===== config.mk =====
export PLATFORM = sky130hd
export DESIGN_NAME = host_buffer_handshake
export DESIGN_NICKNAME = d
export VERILOG_FILES = /design/src/verilog/host_buffer_pkg.sv /design/src/verilog/delay_addr_gen.sv /design/src/verilog/host_buffer_handshake.sv
export SDC_FILE = /design/constraint.sdc
export NUM_CORES = 1
export LEC_CHECK = 0
export ABC_AREA = 1
export BUFFER_PORTS_ARGS = -buffer_cell sky130_fd_sc_hd__buf_2
export CORE_UTILIZATION = 60
export CTS_CLUSTER_DIAMETER = 40
export DETAILED_ROUTE_END_ITERATION = 16
export HOLD_SLACK_MARGIN = 0.1
export PLACE_DENSITY_LB_ADDON = 0.15
export SKIP_CTS_REPAIR_TIMING = 1
export SLEW_MARGIN = 5
export SYNTH_ARGS = -nofsm -noshare
export SYNTH_HDL_FRONTEND = slang
export SYNTH_HIERARCHICAL = 1
export SYNTH_SLANG_ARGS = --single-unit

===== constraint.sdc =====
create_clock -name sys_clk -period 12.1 [get_ports sys_clk]
set_clock_uncertainty 0.1 [all_clocks]
set_input_delay 3.025 -clock sys_clk [delete_from_list [all_inputs] [get_ports sys_clk]]
set_output_delay 3.025 -clock sys_clk [all_outputs]
set_load 0.01 [all_outputs]

===== src/verilog/host_buffer_pkg.sv =====
// Purpose: constants for host buffer handshake logic
// Assumes: 25 MHz sys_clk, AXI4-Lite register access
// Notes: Behaviour list below
// Behaviour
// - host hands tx buffer; device clears
// - bad tx count write flags tx error
// - tx zero means empty, device-written
// - count in bits 3..0, rx 1..8
// - device sets rx count; host resets
// - bad rx reset flags rx error
// - publish 16-bit symbol store target
// - fetch address from round-trip delay
// - after publish, owner FF, interrupt
// - on 00 device copies, restores FF
// - owner 00 device, FF host
// - late host service sets symbol error
// - rx filled: set status, interrupt
// - tx emptied: raise interrupt
package host_buffer_pkg;
  localparam int ADDR_W = 8;
  localparam logic [7:0] ADDR_TX0 = 8'h00;
  localparam logic [7:0] ADDR_TX1 = 8'h04;
  localparam logic [7:0] ADDR_RX0 = 8'h08;
  localparam logic [7:0] ADDR_RX1 = 8'h0C;
  localparam logic [7:0] ADDR_OWNER = 8'h10;
  localparam logic [7:0] ADDR_ERR = 8'h14;
  localparam logic [7:0] ADDR_CTRL = 8'h18;
  localparam logic [7:0] ADDR_BASE = 8'h1C;
  localparam logic [7:0] ADDR_TOP = 8'h20;
  localparam logic [7:0] ADDR_DELAY = 8'h24;
  localparam logic [7:0] ADDR_STORE = 8'h28;
  localparam logic [7:0] ADDR_FETCH = 8'h2C;
  localparam int CTRL_START_BIT = 0;
  localparam int CTRL_STOP_BIT = 1;
  localparam int CTRL_SETUP_BIT = 2;
  localparam int ERR_TX_BIT = 0;
  localparam int ERR_RX_BIT = 1;
  localparam int SYMBOL_DEADLINE_ERROR_BIT = 2;
  localparam logic [3:0] MAX_COUNT = 4'h8;
  localparam logic [7:0] OWNER_DEVICE = 8'h00;
  localparam logic [7:0] OWNER_HOST = 8'hFF;
  localparam logic [7:0] COUNT_RST = 8'h00;
  localparam logic [2:0] ERR_RST = 3'h0;
  localparam logic [15:0] ADDR16_RST = 16'h0000;
  localparam logic [16:0] SYM_STEP = 17'h00008;
  localparam logic [1:0] RESP_OKAY = 2'h0;
  localparam logic [1:0] RESP_SLVERR = 2'h2;
  localparam int CLK_PERIOD_NS = 40;
  localparam int SYM_DEADLINE_NS = 3300000;
  localparam int SYM_DEADLINE_CYC = SYM_DEADLINE_NS / CLK_PERIOD_NS;
  typedef enum logic [0:0] {
    SYM_IDLE = 1'b0,
    SYM_HOST = 1'b1
  } sym_state_t;
endpackage : host_buffer_pkg


===== src/verilog/delay_addr_gen.sv =====
// Purpose: circular store and fetch addresses for the delay area
// Assumes: delay below the area span
// Notes: advance publishes next slot
`timescale 1ns/1ps
module delay_addr_gen
(
  // clock and reset
  input  wire logic        sys_clk,
  input  wire logic        resetn,
  // control
  input  wire logic        init,
  input  wire logic        advance,
  input  wire logic [15:0] baseAddr,
  input  wire logic [15:0] topAddr,
  input  wire logic [15:0] delay,
  // addresses
  output logic      [15:0] storeAddr,
  output logic      [15:0] fetchAddr
);
  import host_buffer_pkg::*;
  logic [15:0] nextQ;
  logic [16:0] span;
  logic [16:0] offs;
  logic [16:0] inc;
  logic [16:0] back;

  always_comb
  begin
    span = {1'b0, topAddr} - {1'b0, baseAddr} + 17'h00001;
    offs = {1'b0, nextQ} - {1'b0, baseAddr};
    inc = {1'b0, nextQ} + SYM_STEP;
    if (inc > {1'b0, topAddr})
      inc = inc - span;
    // fetch trails store by the round-trip delay
    if (offs >= {1'b0, delay})
      back = {1'b0, nextQ} - {1'b0, delay};
    else
      back = {1'b0, nextQ} + span - {1'b0, delay};
  end

  always_ff @(posedge sys_clk)
  begin
    if (!resetn)
    begin
      nextQ <= ADDR16_RST;
      storeAddr <= ADDR16_RST;
      fetchAddr <= ADDR16_RST;
    end
    else if (init)
    begin
      nextQ <= baseAddr;
      storeAddr <= baseAddr;
      fetchAddr <= baseAddr;
    end
    else if (advance)
    begin
      storeAddr <= nextQ;
      fetchAddr <= back[15:0];
      nextQ <= inc[15:0];
    end
  end
endmodule : delay_addr_gen


===== src/verilog/host_buffer_handshake.sv =====
// Purpose: buffer status handshake between modem core and host
// Assumes: core strobes are on sys_clk; AXI4-Lite master
// Notes: symbol data lives in shared RAM outside this block
//
// The register offsets and the AXI4-Lite register port were decided locally.
`timescale 1ns/1ps
module host_buffer_handshake
#(
  parameter int DEADLINE_CYC = host_buffer_pkg::SYM_DEADLINE_CYC
)
(
  // clock and reset
  input  wire logic                      sys_clk,
  input  wire logic                      resetn,
  // axi write address and data
  input  wire logic [host_buffer_pkg::ADDR_W-1:0] awaddr,
  input  wire logic                      awvalid,
  output logic                           awready,
  input  wire logic [31:0]               wdata,
  input  wire logic [3:0]                wstrb,
  input  wire logic                      wvalid,
  output logic                           wready,
  // axi write response
  output logic [1:0]                     bresp,
  output logic                           bvalid,
  input  wire logic                      bready,
  // axi read
  input  wire logic [host_buffer_pkg::ADDR_W-1:0] araddr,
  input  wire logic                      arvalid,
  output logic                           arready,
  output logic [31:0]                    rdata,
  output logic [1:0]                     rresp,
  output logic                           rvalid,
  input  wire logic                      rready,
  // transmitter side
  input  wire logic                      txTake,
  output logic                           txReady,
  output logic [3:0]                     txLength,
  output logic                           txBufIdx,
  // receiver side
  input  wire logic                      rxFill,
  input  wire logic [3:0]                rxFillCount,
  output logic                           rxAvail,
  output logic                           rxBufIdx,
  // symbol exchange
  input  wire logic                      symGathered,
  output logic                           symCopy,
  // host interrupts
  output logic                           txBufferInterrupt,
  output logic                           rxBufferInterrupt,
  output logic                           symbolBufferInterrupt
);
  import host_buffer_pkg::*;

  logic [7:0]  txCountQ [2];
  logic [7:0]  rxCountQ [2];
  logic        txSelQ;
  logic        rxSelQ;
  logic        txRunQ;
  logic [7:0]  ownerQ;
  logic [2:0]  errQ;
  logic [15:0] baseQ;
  logic [15:0] topQ;
  logic [15:0] delayQ;
  logic [15:0] storeAddr;
  logic [15:0] fetchAddr;
  sym_state_t  symStateQ;
  logic [16:0] waitQ;
  logic        lateSeenQ;
  logic        awreadyQ;
  logic        wreadyQ;
  logic        bvalidQ;
  logic [1:0]  brespQ;
  logic        arreadyQ;
  logic        rvalidQ;
  logic [1:0]  rrespQ;
  logic [31:0] rdataQ;
  logic        txIrqQ;
  logic        rxIrqQ;
  logic        symIrqQ;
  logic        symCopyQ;
  logic        txReadyQ;
  logic [3:0]  txLengthQ;
  logic        rxAvailQ;

  logic        wHit;
  logic        wrTx;
  logic        wrRx;
  logic        wrOwn;
  logic        wrErr;
  logic        wrCtrl;
  logic        wIdx;
  logic        txBad;
  logic        rxBad;
  logic        wMapped;
  logic        txTakeOk;
  logic        rxFillOk;
  logic        symStart;
  logic        symLate;
  logic        setupInit;
  logic        rMapped;
  logic [31:0] rWord;

  // a write is taken in the cycle both readies are high
  assign wHit = awreadyQ && wreadyQ;
  assign wIdx = awaddr[2];

  always_comb
  begin
    wrTx = 1'b0;
    wrRx = 1'b0;
    wrOwn = 1'b0;
    wrErr = 1'b0;
    wrCtrl = 1'b0;
    wMapped = 1'b1;
    if (awaddr == ADDR_TX0 || awaddr == ADDR_TX1)
      wrTx = wHit && wstrb[0];
    else if (awaddr == ADDR_RX0 || awaddr == ADDR_RX1)
      wrRx = wHit && wstrb[0];
    else if (awaddr == ADDR_OWNER)
      wrOwn = wHit && wstrb[0];
    else if (awaddr == ADDR_ERR)
      wrErr = wHit && wstrb[0];
    else if (awaddr == ADDR_CTRL)
      wrCtrl = wHit && wstrb[0];
    else if (awaddr != ADDR_BASE && awaddr != ADDR_TOP
             && awaddr != ADDR_DELAY)
      wMapped = 1'b0;
  end

  // zero, over eight, stray high bits or a busy buffer are misuse
  assign txBad = wdata[7:4] != 4'h0 || wdata[3:0] == 4'h0
                 || wdata[3:0] > MAX_COUNT
                 || txCountQ[wIdx] != COUNT_RST;
  // only zero may be written, and only to a full buffer
  assign rxBad = wdata[7:0] != COUNT_RST
                 || rxCountQ[wIdx] == COUNT_RST;

  assign txTakeOk = txTake && txRunQ
                    && txCountQ[txSelQ] != COUNT_RST;
  // availability checked right before filling
  assign rxFillOk = rxFill && rxCountQ[rxSelQ] == COUNT_RST
                    && rxFillCount != 4'h0
                    && rxFillCount <= MAX_COUNT;
  assign symStart = symStateQ == SYM_IDLE && symGathered;
  assign symLate = symStateQ == SYM_HOST && !lateSeenQ
                   && waitQ == 17'(DEADLINE_CYC - 1);
  assign setupInit = wrCtrl && wdata[CTRL_SETUP_BIT];

  // axi write channel
  always_ff @(posedge sys_clk)
  begin
    if (!resetn)
    begin
      awreadyQ <= 1'b0;
      wreadyQ <= 1'b0;
      bvalidQ <= 1'b0;
      brespQ <= RESP_OKAY;
    end
    else
    begin
      awreadyQ <= awvalid && wvalid && !awreadyQ && !bvalidQ;
      wreadyQ <= awvalid && wvalid && !awreadyQ && !bvalidQ;
      if (wHit)
      begin
        bvalidQ <= 1'b1;
        brespQ <= wMapped ? RESP_OKAY : RESP_SLVERR;
      end
      else if (bready)
        bvalidQ <= 1'b0;
    end
  end

  // transmit buffers: host fills, device empties
  always_ff @(posedge sys_clk)
  begin
    if (!resetn)
    begin
      txCountQ[0] <= COUNT_RST;
      txCountQ[1] <= COUNT_RST;
      txSelQ <= 1'b0;
      txRunQ <= 1'b0;
    end
    else
    begin
      for (int i = 0; i < 2; i++)
      begin
        if (txTakeOk && txSelQ == 1'(i))
          txCountQ[i] <= COUNT_RST;
        else if (wrTx && !txBad && wIdx == 1'(i))
          txCountQ[i] <= wdata[7:0];
      end
      if (txTakeOk)
        txSelQ <= !txSelQ;
      if (wrCtrl && wdata[CTRL_STOP_BIT])
      begin
        txRunQ <= 1'b0;
        txSelQ <= 1'b0;
      end
      else if (wrCtrl && wdata[CTRL_START_BIT])
        txRunQ <= 1'b1;
    end
  end

  // receive buffers: device fills, host frees
  always_ff @(posedge sys_clk)
  begin
    if (!resetn)
    begin
      rxCountQ[0] <= COUNT_RST;
      rxCountQ[1] <= COUNT_RST;
      rxSelQ <= 1'b0;
    end
    else
    begin
      for (int i = 0; i < 2; i++)
      begin
        if (rxFillOk && rxSelQ == 1'(i))
          rxCountQ[i] <= {4'h0, rxFillCount};
        else if (wrRx && !rxBad && wIdx == 1'(i))
          rxCountQ[i] <= COUNT_RST;
      end
      if (rxFillOk)
        rxSelQ <= !rxSelQ;
    end
  end

  // symbol ownership handshake
  always_ff @(posedge sys_clk)
  begin
    if (!resetn)
    begin
      symStateQ <= SYM_IDLE;
      ownerQ <= OWNER_HOST;
      symCopyQ <= 1'b0;
    end
    else
    begin
      symCopyQ <= 1'b0;
      case (symStateQ)
        SYM_IDLE:
        begin
          if (symGathered)
          begin
            ownerQ <= OWNER_HOST;
            symStateQ <= SYM_HOST;
          end
        end
        SYM_HOST:
        begin
          // host write lands first, copy seen next cycle
          if (ownerQ == OWNER_DEVICE)
          begin
            symCopyQ <= 1'b1;
            ownerQ <= OWNER_HOST;
            symStateQ <= SYM_IDLE;
          end
          else if (wrOwn && wdata[7:0] == OWNER_DEVICE)
            ownerQ <= OWNER_DEVICE;
        end
        default:
          symStateQ <= SYM_IDLE;
      endcase
    end
  end

  // service deadline, counted from the interrupt
  always_ff @(posedge sys_clk)
  begin
    if (!resetn)
    begin
      waitQ <= 17'h00000;
      lateSeenQ <= 1'b0;
    end
    else if (symStart)
    begin
      waitQ <= 17'h00000;
      lateSeenQ <= 1'b0;
    end
    else if (symStateQ == SYM_HOST && !lateSeenQ)
    begin
      waitQ <= waitQ + 17'h00001;
      if (symLate)
        lateSeenQ <= 1'b1;
    end
  end

  // sticky errors, a new event beats a clear
  always_ff @(posedge sys_clk)
  begin
    if (!resetn)
      errQ <= ERR_RST;
    else
      errQ <= (errQ & ~(wrErr ? wdata[2:0] : 3'h0))
              | {symLate, wrRx && rxBad, wrTx && txBad};
  end

  // delay area setup
  always_ff @(posedge sys_clk)
  begin
    if (!resetn)
    begin
      baseQ <= ADDR16_RST;
      topQ <= ADDR16_RST;
      delayQ <= ADDR16_RST;
    end
    else if (wHit && wstrb[1:0] == 2'h3)
    begin
      if (awaddr == ADDR_BASE)
        baseQ <= wdata[15:0];
      else if (awaddr == ADDR_TOP)
        topQ <= wdata[15:0];
      else if (awaddr == ADDR_DELAY)
        delayQ <= wdata[15:0];
    end
  end

  delay_addr_gen u_addr (
    .sys_clk   (sys_clk),
    .resetn    (resetn),
    .init      (setupInit),
    .advance   (symStart),
    .baseAddr  (baseQ),
    .topAddr   (topQ),
    .delay     (delayQ),
    .storeAddr (storeAddr),
    .fetchAddr (fetchAddr)
  );

  // core-facing outputs and interrupt pulses
  always_ff @(posedge sys_clk)
  begin
    if (!resetn)
    begin
      txIrqQ <= 1'b0;
      rxIrqQ <= 1'b0;
      symIrqQ <= 1'b0;
      txReadyQ <= 1'b0;
      txLengthQ <= 4'h0;
      rxAvailQ <= 1'b0;
    end
    else
    begin
      txIrqQ <= txTakeOk;
      rxIrqQ <= rxFillOk;
      symIrqQ <= symStart;
      txReadyQ <= txRunQ && txCountQ[txSelQ] != COUNT_RST
                  && !txTakeOk;
      txLengthQ <= txCountQ[txSelQ][3:0];
      rxAvailQ <= rxCountQ[rxSelQ] == COUNT_RST && !rxFillOk;
    end
  end

  // read mux
  always_comb
  begin
    rWord = 32'h00000000;
    rMapped = 1'b1;
    if (araddr == ADDR_TX0)
      rWord[7:0] = txCountQ[0];
    else if (araddr == ADDR_TX1)
      rWord[7:0] = txCountQ[1];
    else if (araddr == ADDR_RX0)
      rWord[7:0] = rxCountQ[0];
    else if (araddr == ADDR_RX1)
      rWord[7:0] = rxCountQ[1];
    else if (araddr == ADDR_OWNER)
      rWord[7:0] = ownerQ;
    else if (araddr == ADDR_ERR)
      rWord[2:0] = errQ;
    else if (araddr == ADDR_CTRL)
      rWord[CTRL_START_BIT] = txRunQ;
    else if (araddr == ADDR_BASE)
      rWord[15:0] = baseQ;
    else if (araddr == ADDR_TOP)
      rWord[15:0] = topQ;
    else if (araddr == ADDR_DELAY)
      rWord[15:0] = delayQ;
    else if (araddr == ADDR_STORE)
      rWord[15:0] = storeAddr;
    else if (araddr == ADDR_FETCH)
      rWord[15:0] = fetchAddr;
    else
      rMapped = 1'b0;
  end

  // axi read channel
  always_ff @(posedge sys_clk)
  begin
    if (!resetn)
    begin
      arreadyQ <= 1'b0;
      rvalidQ <= 1'b0;
      rrespQ <= RESP_OKAY;
      rdataQ <= 32'h00000000;
    end
    else
    begin
      arreadyQ <= arvalid && !arreadyQ && !rvalidQ;
      if (arreadyQ)
      begin
        rvalidQ <= 1'b1;
        rdataQ <= rWord;
        rrespQ <= rMapped ? RESP_OKAY : RESP_SLVERR;
      end
      else if (rready)
        rvalidQ <= 1'b0;
    end
  end

  assign awready = awreadyQ;
  assign wready = wreadyQ;
  assign bvalid = bvalidQ;
  assign bresp = brespQ;
  assign arready = arreadyQ;
  assign rvalid = rvalidQ;
  assign rresp = rrespQ;
  assign rdata = rdataQ;
  assign txReady = txReadyQ;
  assign txLength = txLengthQ;
  assign txBufIdx = txSelQ;
  assign rxAvail = rxAvailQ;
  assign rxBufIdx = rxSelQ;
  assign symCopy = symCopyQ;
  assign txBufferInterrupt = txIrqQ;
  assign rxBufferInterrupt = rxIrqQ;
  assign symbolBufferInterrupt = symIrqQ;
endmodule : host_buffer_handshake


==> summary.txt, run 1 <==
Status
  • Run status: finished, final reports clean

Drt
  • Routed via count: 14000
  • DRC Markers: 0
  • Drt via density: 5.73
  • 1st-iter DRT viols: 1254
  • ANT nets after route: 0
  • Routed wire length: 43200 um
  • Detailed Routing Iterations Pass 1: 6
  • Post-DR wirelength/cell: 17.7 um

Finish
  • Fill cells: 2117
  • Util after Layout: 67.1%
  • Share of cells above drive strength 1: 8.72%
  • Commonest cells after routing, fill and taps aside: nand2_1 (408), inv_1 (314), a21oi_1 (248)
  • Area grow syn2layout: 8.60%
  • Antenna Cells: 0
  • Layout Cells excl Fill: 2446
  • Final nets: 2334
  • Commonest non-fill, non-tap cell in the layout: nand2_1

Worst setup path
  • Slowest stage cell, crit path: fa_1
  • Crit start category: register
  • Max FO, Critical Path: 6
  • Critical path class: reg -> reg
  • Most numerous cell on the critical path: nand2_1
  • CP max stage delay: 510 ps
  • Top delay family on crit path: adder cells
  • CP required: 12360 ps
  • Chain of cells forming the critical path: inv_1 > ha_1 > ha_1 > fa_1 > nand2_1 > nand3_1 > a31o_2 > a21boi_0 > o21bai_1 > xor2_1 > fa_1 > inv_1 > ha_1 > inv_1 > nor3_1 > and2_1 > nand2_1 > nand4_1 > nand3_1 > nand2_1 > nand4_1 > nand2_1 > nand2_1 > a21oi_1
  • Crit path DAT: 5490 ps
  • Setup crit end kind: register
  • Worst Path Buf+Inv: 3

Worst hold path
  • Hold Crit Class: reg -> reg

Synthesis
  • Mapped cell area: 0.0141 mm^2
  • Post-synth EDFFs: 20
  • Post-Syn Instances: 2055
  • Top_reg_cell synth: dfxtp_1
  • FF+latch count, synth: 180
  • Yosys warns: 6
  • Synth cell types: 60
  • Sequential area share after synthesis: 27.0%
  • Syn avg cell area: 6.87 um^2
  • Asr flop ratio synth: 0%

Timing
  • Setup_tns: 0 ps
  • Slew headroom: 41.4%
  • Finish-stage setup viols: 0
  • Fmax: 191 MHz
  • Hold slack: 343 ps
  • Final Hold Viols: 0
  • Min cycle time layout: 5220 ps
  • Slew of the pin with the lowest slew margin: 879 ps
  • Final period util: 43.2%
  • RSZ-0062 raised after global routing: false
  • Slew Limit Fails: 0

Flow run
  • Max Cap Viol: 0

CTS
  • Worst-Skew Late Latency: 440 ps
  • CTS Sinks: 180
  • Clock transition at path regs: 70 ps
  • Max clock buf depth: 2
  • Root Driver: clkbuf_16
  • Htree depth: 4
  • Num CTS Buffers: 17
  • CTS tree: yes

Floorplanning
  • Io pins: 119
  • Core Region: 0.0228 mm^2
  • # rows: 55
  • Vert. Die Dim: 155 um
  • Chip Width: 155 um
  • Starting Density: 61.8%
  • Die area: 0.0241 mm^2

Global routing
  • GRT Residual Overflow: 0
  • Number of global-route vias before repair: 12900
  • Gr usage total: 35.9%
  • Initial antenna violation count: 0
  • First-pass GRT wire length: 67100 um
  • Largest net degree at the start of global routing: 46

Place
  • Final Wtd Congestion: 1.04
  • PortBufs: 82
  • HPWL Detailed: 34300 um
  • Cells after DPL: 2414

Power
  • Worst IR Drop VDD: 164 uV
  • Cell Pwr Density: 245 mW/mm^2
  • Leakage: 7.36 nW
-- cell type report --
cell class	count	area (um^2)	share of cell area, %
sequential	180	3800	24.8
multi-input combinational	1497	8770	57.2
clock buffer	18	429	2.80
tap	313	392	2.56
timing repair buffer	92	485	3.17
clock inverter	14	198	1.29
inverter	332	1250	8.14
-- registers in the layout, summed over array words and instances, names as in the netlist, 3 cells and up, named ones only --
name and count:
rdata 16, txCountQ 16, topQ 16, baseQ 16
u_addr/storeAddr 16, errQ 3, rxCountQ 8, delayQ 16
u_addr/nextQ 16, txLength 4, u_addr/fetchAddr 16, waitQ 17
-- synth_stat cells (all sizes together), types with 2 or more instances --
library cell	instances	area, um^2
nand2	417	1600
inv	328	1230
a21oi	251	1270
nor2	163	664
dfxtp	160	3200
ha	129	1610
nand3	121	668
o21ai	116	592
xor2	44	385
nand4	42	263
buf	41	279
nor3	35	196
clkbuf	30	113
xnor2	28	245
edfxtp	20	601
fa	19	380
o211ai	12	90.1
a211oi	11	82.6
nor4	11	75.1
o2111ai	11	96.3
a21o	10	75.1
nand3b	8	60.1
a31oi	7	43.8
o21a	5	37.5
o21bai	5	37.5
a21boi	4	30.0
clkinv	4	16.3
o22ai	4	25.0
o31ai	4	30.0
and2	2	12.5
and3	2	12.5
or2	2	12.5
-- through the flow --
step	worst slack, ps	instance area (um^2)	total power, mW
final	6880	15300	3.75
after global routing	6570	15300	4.04
after CTS	6960	15300	3.69
after detailed placement	6580	14700	3.08
after global placement	6620	14700	3.04
after floorplan	7120	14200	2.48
-- routing by layer --
layer	global-route usage, %	wire length (um)	vias to the layer above	share of wire, %
met5	0	0	-	0
met4	16.2	1770	0	4.1
met3	6.38	3340	102	7.7
met2	60.4	20300	579	47
met1	44.7	17800	6437	41
li1	-	-	6889	-
-- cell families (layout without fill, tap and decap cells) --
kind of cell               Yosys count  count (layout)  synth area share [%]
other                                1              26                0.0266
and+or+nand+nor                    805             805                  25.4
buffers and inverters              403             456                  11.6
adders and majority gates          148             148                  14.1
DFF                                180             180                  27.0
AOI/OAI and AO/OA                  446             446                  17.4
xor gates and xnor gates            72              72                  4.47
-- worst paths after layout --
check        slack [ps]     start  depth (start not counted)                   end
max                6880  baseQ[0]                         24  u_addr/fetchAddr[15]
min                 340    bvalid                          1                wready
max reg2reg        6880  baseQ[0]                         24  u_addr/fetchAddr[15]
min reg2reg         340    bvalid                          1                wready
-- where the power goes --
| group | total (mW) | leakage [nW] | internal, mW | switching (mW) |
|---|---|---|---|---|
| combinational | 2.42 | 5.56 | 0.832 | 1.59 |
| clock | 0.611 | 0.305 | 0.350 | 0.261 |
| sequential | 0.713 | 1.50 | 0.656 | 0.0574 |
| total | 3.75 | 7.36 | 1.84 | 1.91 |
No activity file was read; power rests on OpenSTA's default activity.
==> run 2, diff against run 1 <==
==> constraint.sdc (replaced) <==
create_clock -name sys_clk -period 5.13 [get_ports sys_clk]
set_clock_uncertainty 0.1 [all_clocks]
set_input_delay 1.2825 -clock sys_clk [delete_from_list [all_inputs] [get_ports sys_clk]]
set_output_delay 1.2825 -clock sys_clk [all_outputs]
set_load 0.01 [all_outputs]
==> run 2 against run 1 <==
Setup slack lost 6500 ps; final cell count grew 0.20%; sequential share of layout area about the same; total power up 140%; non-clock buffer count up 5; register-to-register slack got worse by 6500 ps; core utilization up 0.093 points; flip-flop and latch count stayed put; first-iteration DRC count grew 18%; sequential power grew 130%; count of clock-buffer cells in the layout stayed put; critical path type unchanged.
==> summary.txt, run 2 (synthesized netlist as in run 1, its figures left out) <==
Power
  • Worst IR Drop VDD: 332 uV
  • Total Power: 8.82 mW
  • Gate power share: 65.5%
  • Reg power frac: 19.0%
  • Clk pwr share: 15.5%
  • P_sw: 4.57 mW
  • Switching part of the total: 51.8%
  • Internal: 4.25 mW
  • Leakage: 7.37 nW
  • Cell Pwr Density: 575 mW/mm^2

Floorplanning
  • Starting Density: 61.8%
  • Io pins: 119
  • Chip Width: 155 um
  • Core Region: 0.0228 mm^2
  • Vert. Die Dim: 155 um
  • # rows: 55
  • Die area: 0.0241 mm^2

Finish
  • Share of cells above drive strength 1: 9.12%
  • Commonest cells after routing, fill and taps aside: nand2_1 (408), inv_1 (314), a21oi_1 (248)
  • Antenna Cells: 0
  • Final nets: 2339
  • Post-route cell area: 0.0153 mm^2
  • Max FFs per register: 17
  • Commonest non-fill, non-tap cell in the layout: nand2_1
  • Biggest register: waitQ
  • Layout Cells excl Fill: 2451
  • Area grow syn2layout: 8.75%

Flow run
  • Max Cap Viol: 0

Drt
  • 1st-iter DRT viols: 1479
  • Post-DR wirelength/cell: 18.0 um
  • Routed wire length: 44200 um
  • Drt via density: 5.78
  • DRC Markers: 0
  • Detailed Routing Iterations Pass 1: 6
  • ANT nets after route: 0
  • Routed via count: 14200

Worst setup path
  • CP required: 5370 ps
  • Crit start category: register
  • Max FO, Critical Path: 4
  • Slowest stage cell, crit path: fa_1
  • Most numerous cell on the critical path: nand2_1
  • Setup crit end kind: register
  • Critical path class: reg -> reg
  • Chain of cells forming the critical path: inv_1 > ha_1 > inv_1 > ha_1 > fa_1 > nand2_1 > nand3_1 > a31o_2 > a21boi_2 > o21bai_1 > xor2_1 > fa_1 > inv_1 > ha_1 > inv_1 > nor3_1 > nand3_1 > nand2_1 > nand2_1 > nand2_1 > nand4_1 > nand2_1 > nand2_1 > a21oi_1
  • Crit path DAT: 4990 ps
  • CP max stage delay: 500 ps
  • Worst R2R Setup Slack: 370 ps

Timing
  • Slew headroom: 35.9%
  • Min cycle time layout: 4760 ps
  • Slew of the pin with the lowest slew margin: 961 ps
  • Setup_tns: 0 ps
  • RSZ-0062 raised after global routing: false
  • Finish-stage setup viols: 0
  • Fmax: 210 MHz
  • Slew Limit Fails: 0
  • Final period util: 92.7%
  • Hold slack: 352 ps
  • Final Hold Viols: 0

Global routing
  • Gr usage total: 37.0%
  • GRT Residual Overflow: 0
  • First-pass GRT wire length: 69000 um
  • Largest net degree at the start of global routing: 80
  • Initial antenna violation count: 0
  • Number of global-route vias before repair: 13000

Place
  • Cells after DPL: 2419
  • Placed cell area: 0.0147 mm^2
  • PortBufs: 82
  • HPWL Detailed: 34600 um
  • Final Wtd Congestion: 1.02

CTS
  • Clock transition at path regs: 70 ps
  • Num CTS Buffers: 17
  • Root Driver: clkbuf_16
  • CTS Sinks: 180
  • CTS tree: yes
  • Max clock buf depth: 2
  • Worst-Skew Late Latency: 440 ps
  • Htree depth: 4

Worst hold path
  • Hold Crit Class: reg -> reg

Status
  • Run status: finished, final reports clean
==> run 2: final timing paths <==
path / start / endpoint / depth (start not counted)
setup / recovery: topQ[1] / u_addr/fetchAddr[14] / 24
hold / removal: bvalid / wready / 1
setup reg to reg: topQ[1] / u_addr/fetchAddr[14] / 24
hold reg to reg: bvalid / wready / 1
==> run 2: routing by layer <==
| layer | wire length [um] | vias up | global-route usage, % |
|---|---|---|---|
| met5 | 0 | - | 0 |
| met4 | 1830 | 0 | 17.2 |
| met3 | 3130 | 124 | 5.21 |
| met2 | 20700 | 639 | 62.1 |
| met1 | 18500 | 6490 | 46.9 |
| li1 | - | 6904 | - |
==> run 2: final cells by class <==
cell class / instances / area (um^2)
Sequential cell: 180 / 3800
Timing Repair Buffer: 97 / 523
Tap cell: 313 / 392
Multi-Input combinational cell: 1497 / 8780
Inverter: 332 / 1250
Clock buffer: 18 / 439
Fill cell: 2080 / 7500
Clock inverter: 14 / 161
==> run 2: power by group through the flow <==
stage | sequential, mW | combinational (mW) | clock, mW
2_1_floorplan | 1.67 | 4.18 | 0
5_1_grt | 1.68 | 6.42 | 1.43
3_3_place_gp | 1.70 | 5.52 | 0
3_5_place_dp | 1.70 | 5.60 | 0
4_1_cts | 1.67 | 5.64 | 1.39
6_report | 1.67 | 5.78 | 1.37
==> run 2: critical path, delay by kind of cell (launching register included) <==
kind / cells / cell delay (ps)
compound gates: 4 / 720
simple gates: 10 / 1200
xor+xnor: 1 / 200
flops: 1 / 350
fa+ha+maj: 5 / 1810
buf+inv: 4 / 280
==> run 2: through the flow <==
| stage | setup WS, ps | utilization (%) |
|---|---|---|
| floorplan | 994 | - |
| global placement | 358 | 64.5 |
| detailed placement | 339 | 64.5 |
| CTS | 275 | 67.1 |
| global route | 23.1 | 67.2 |
| finish | 372 | 67.2 |
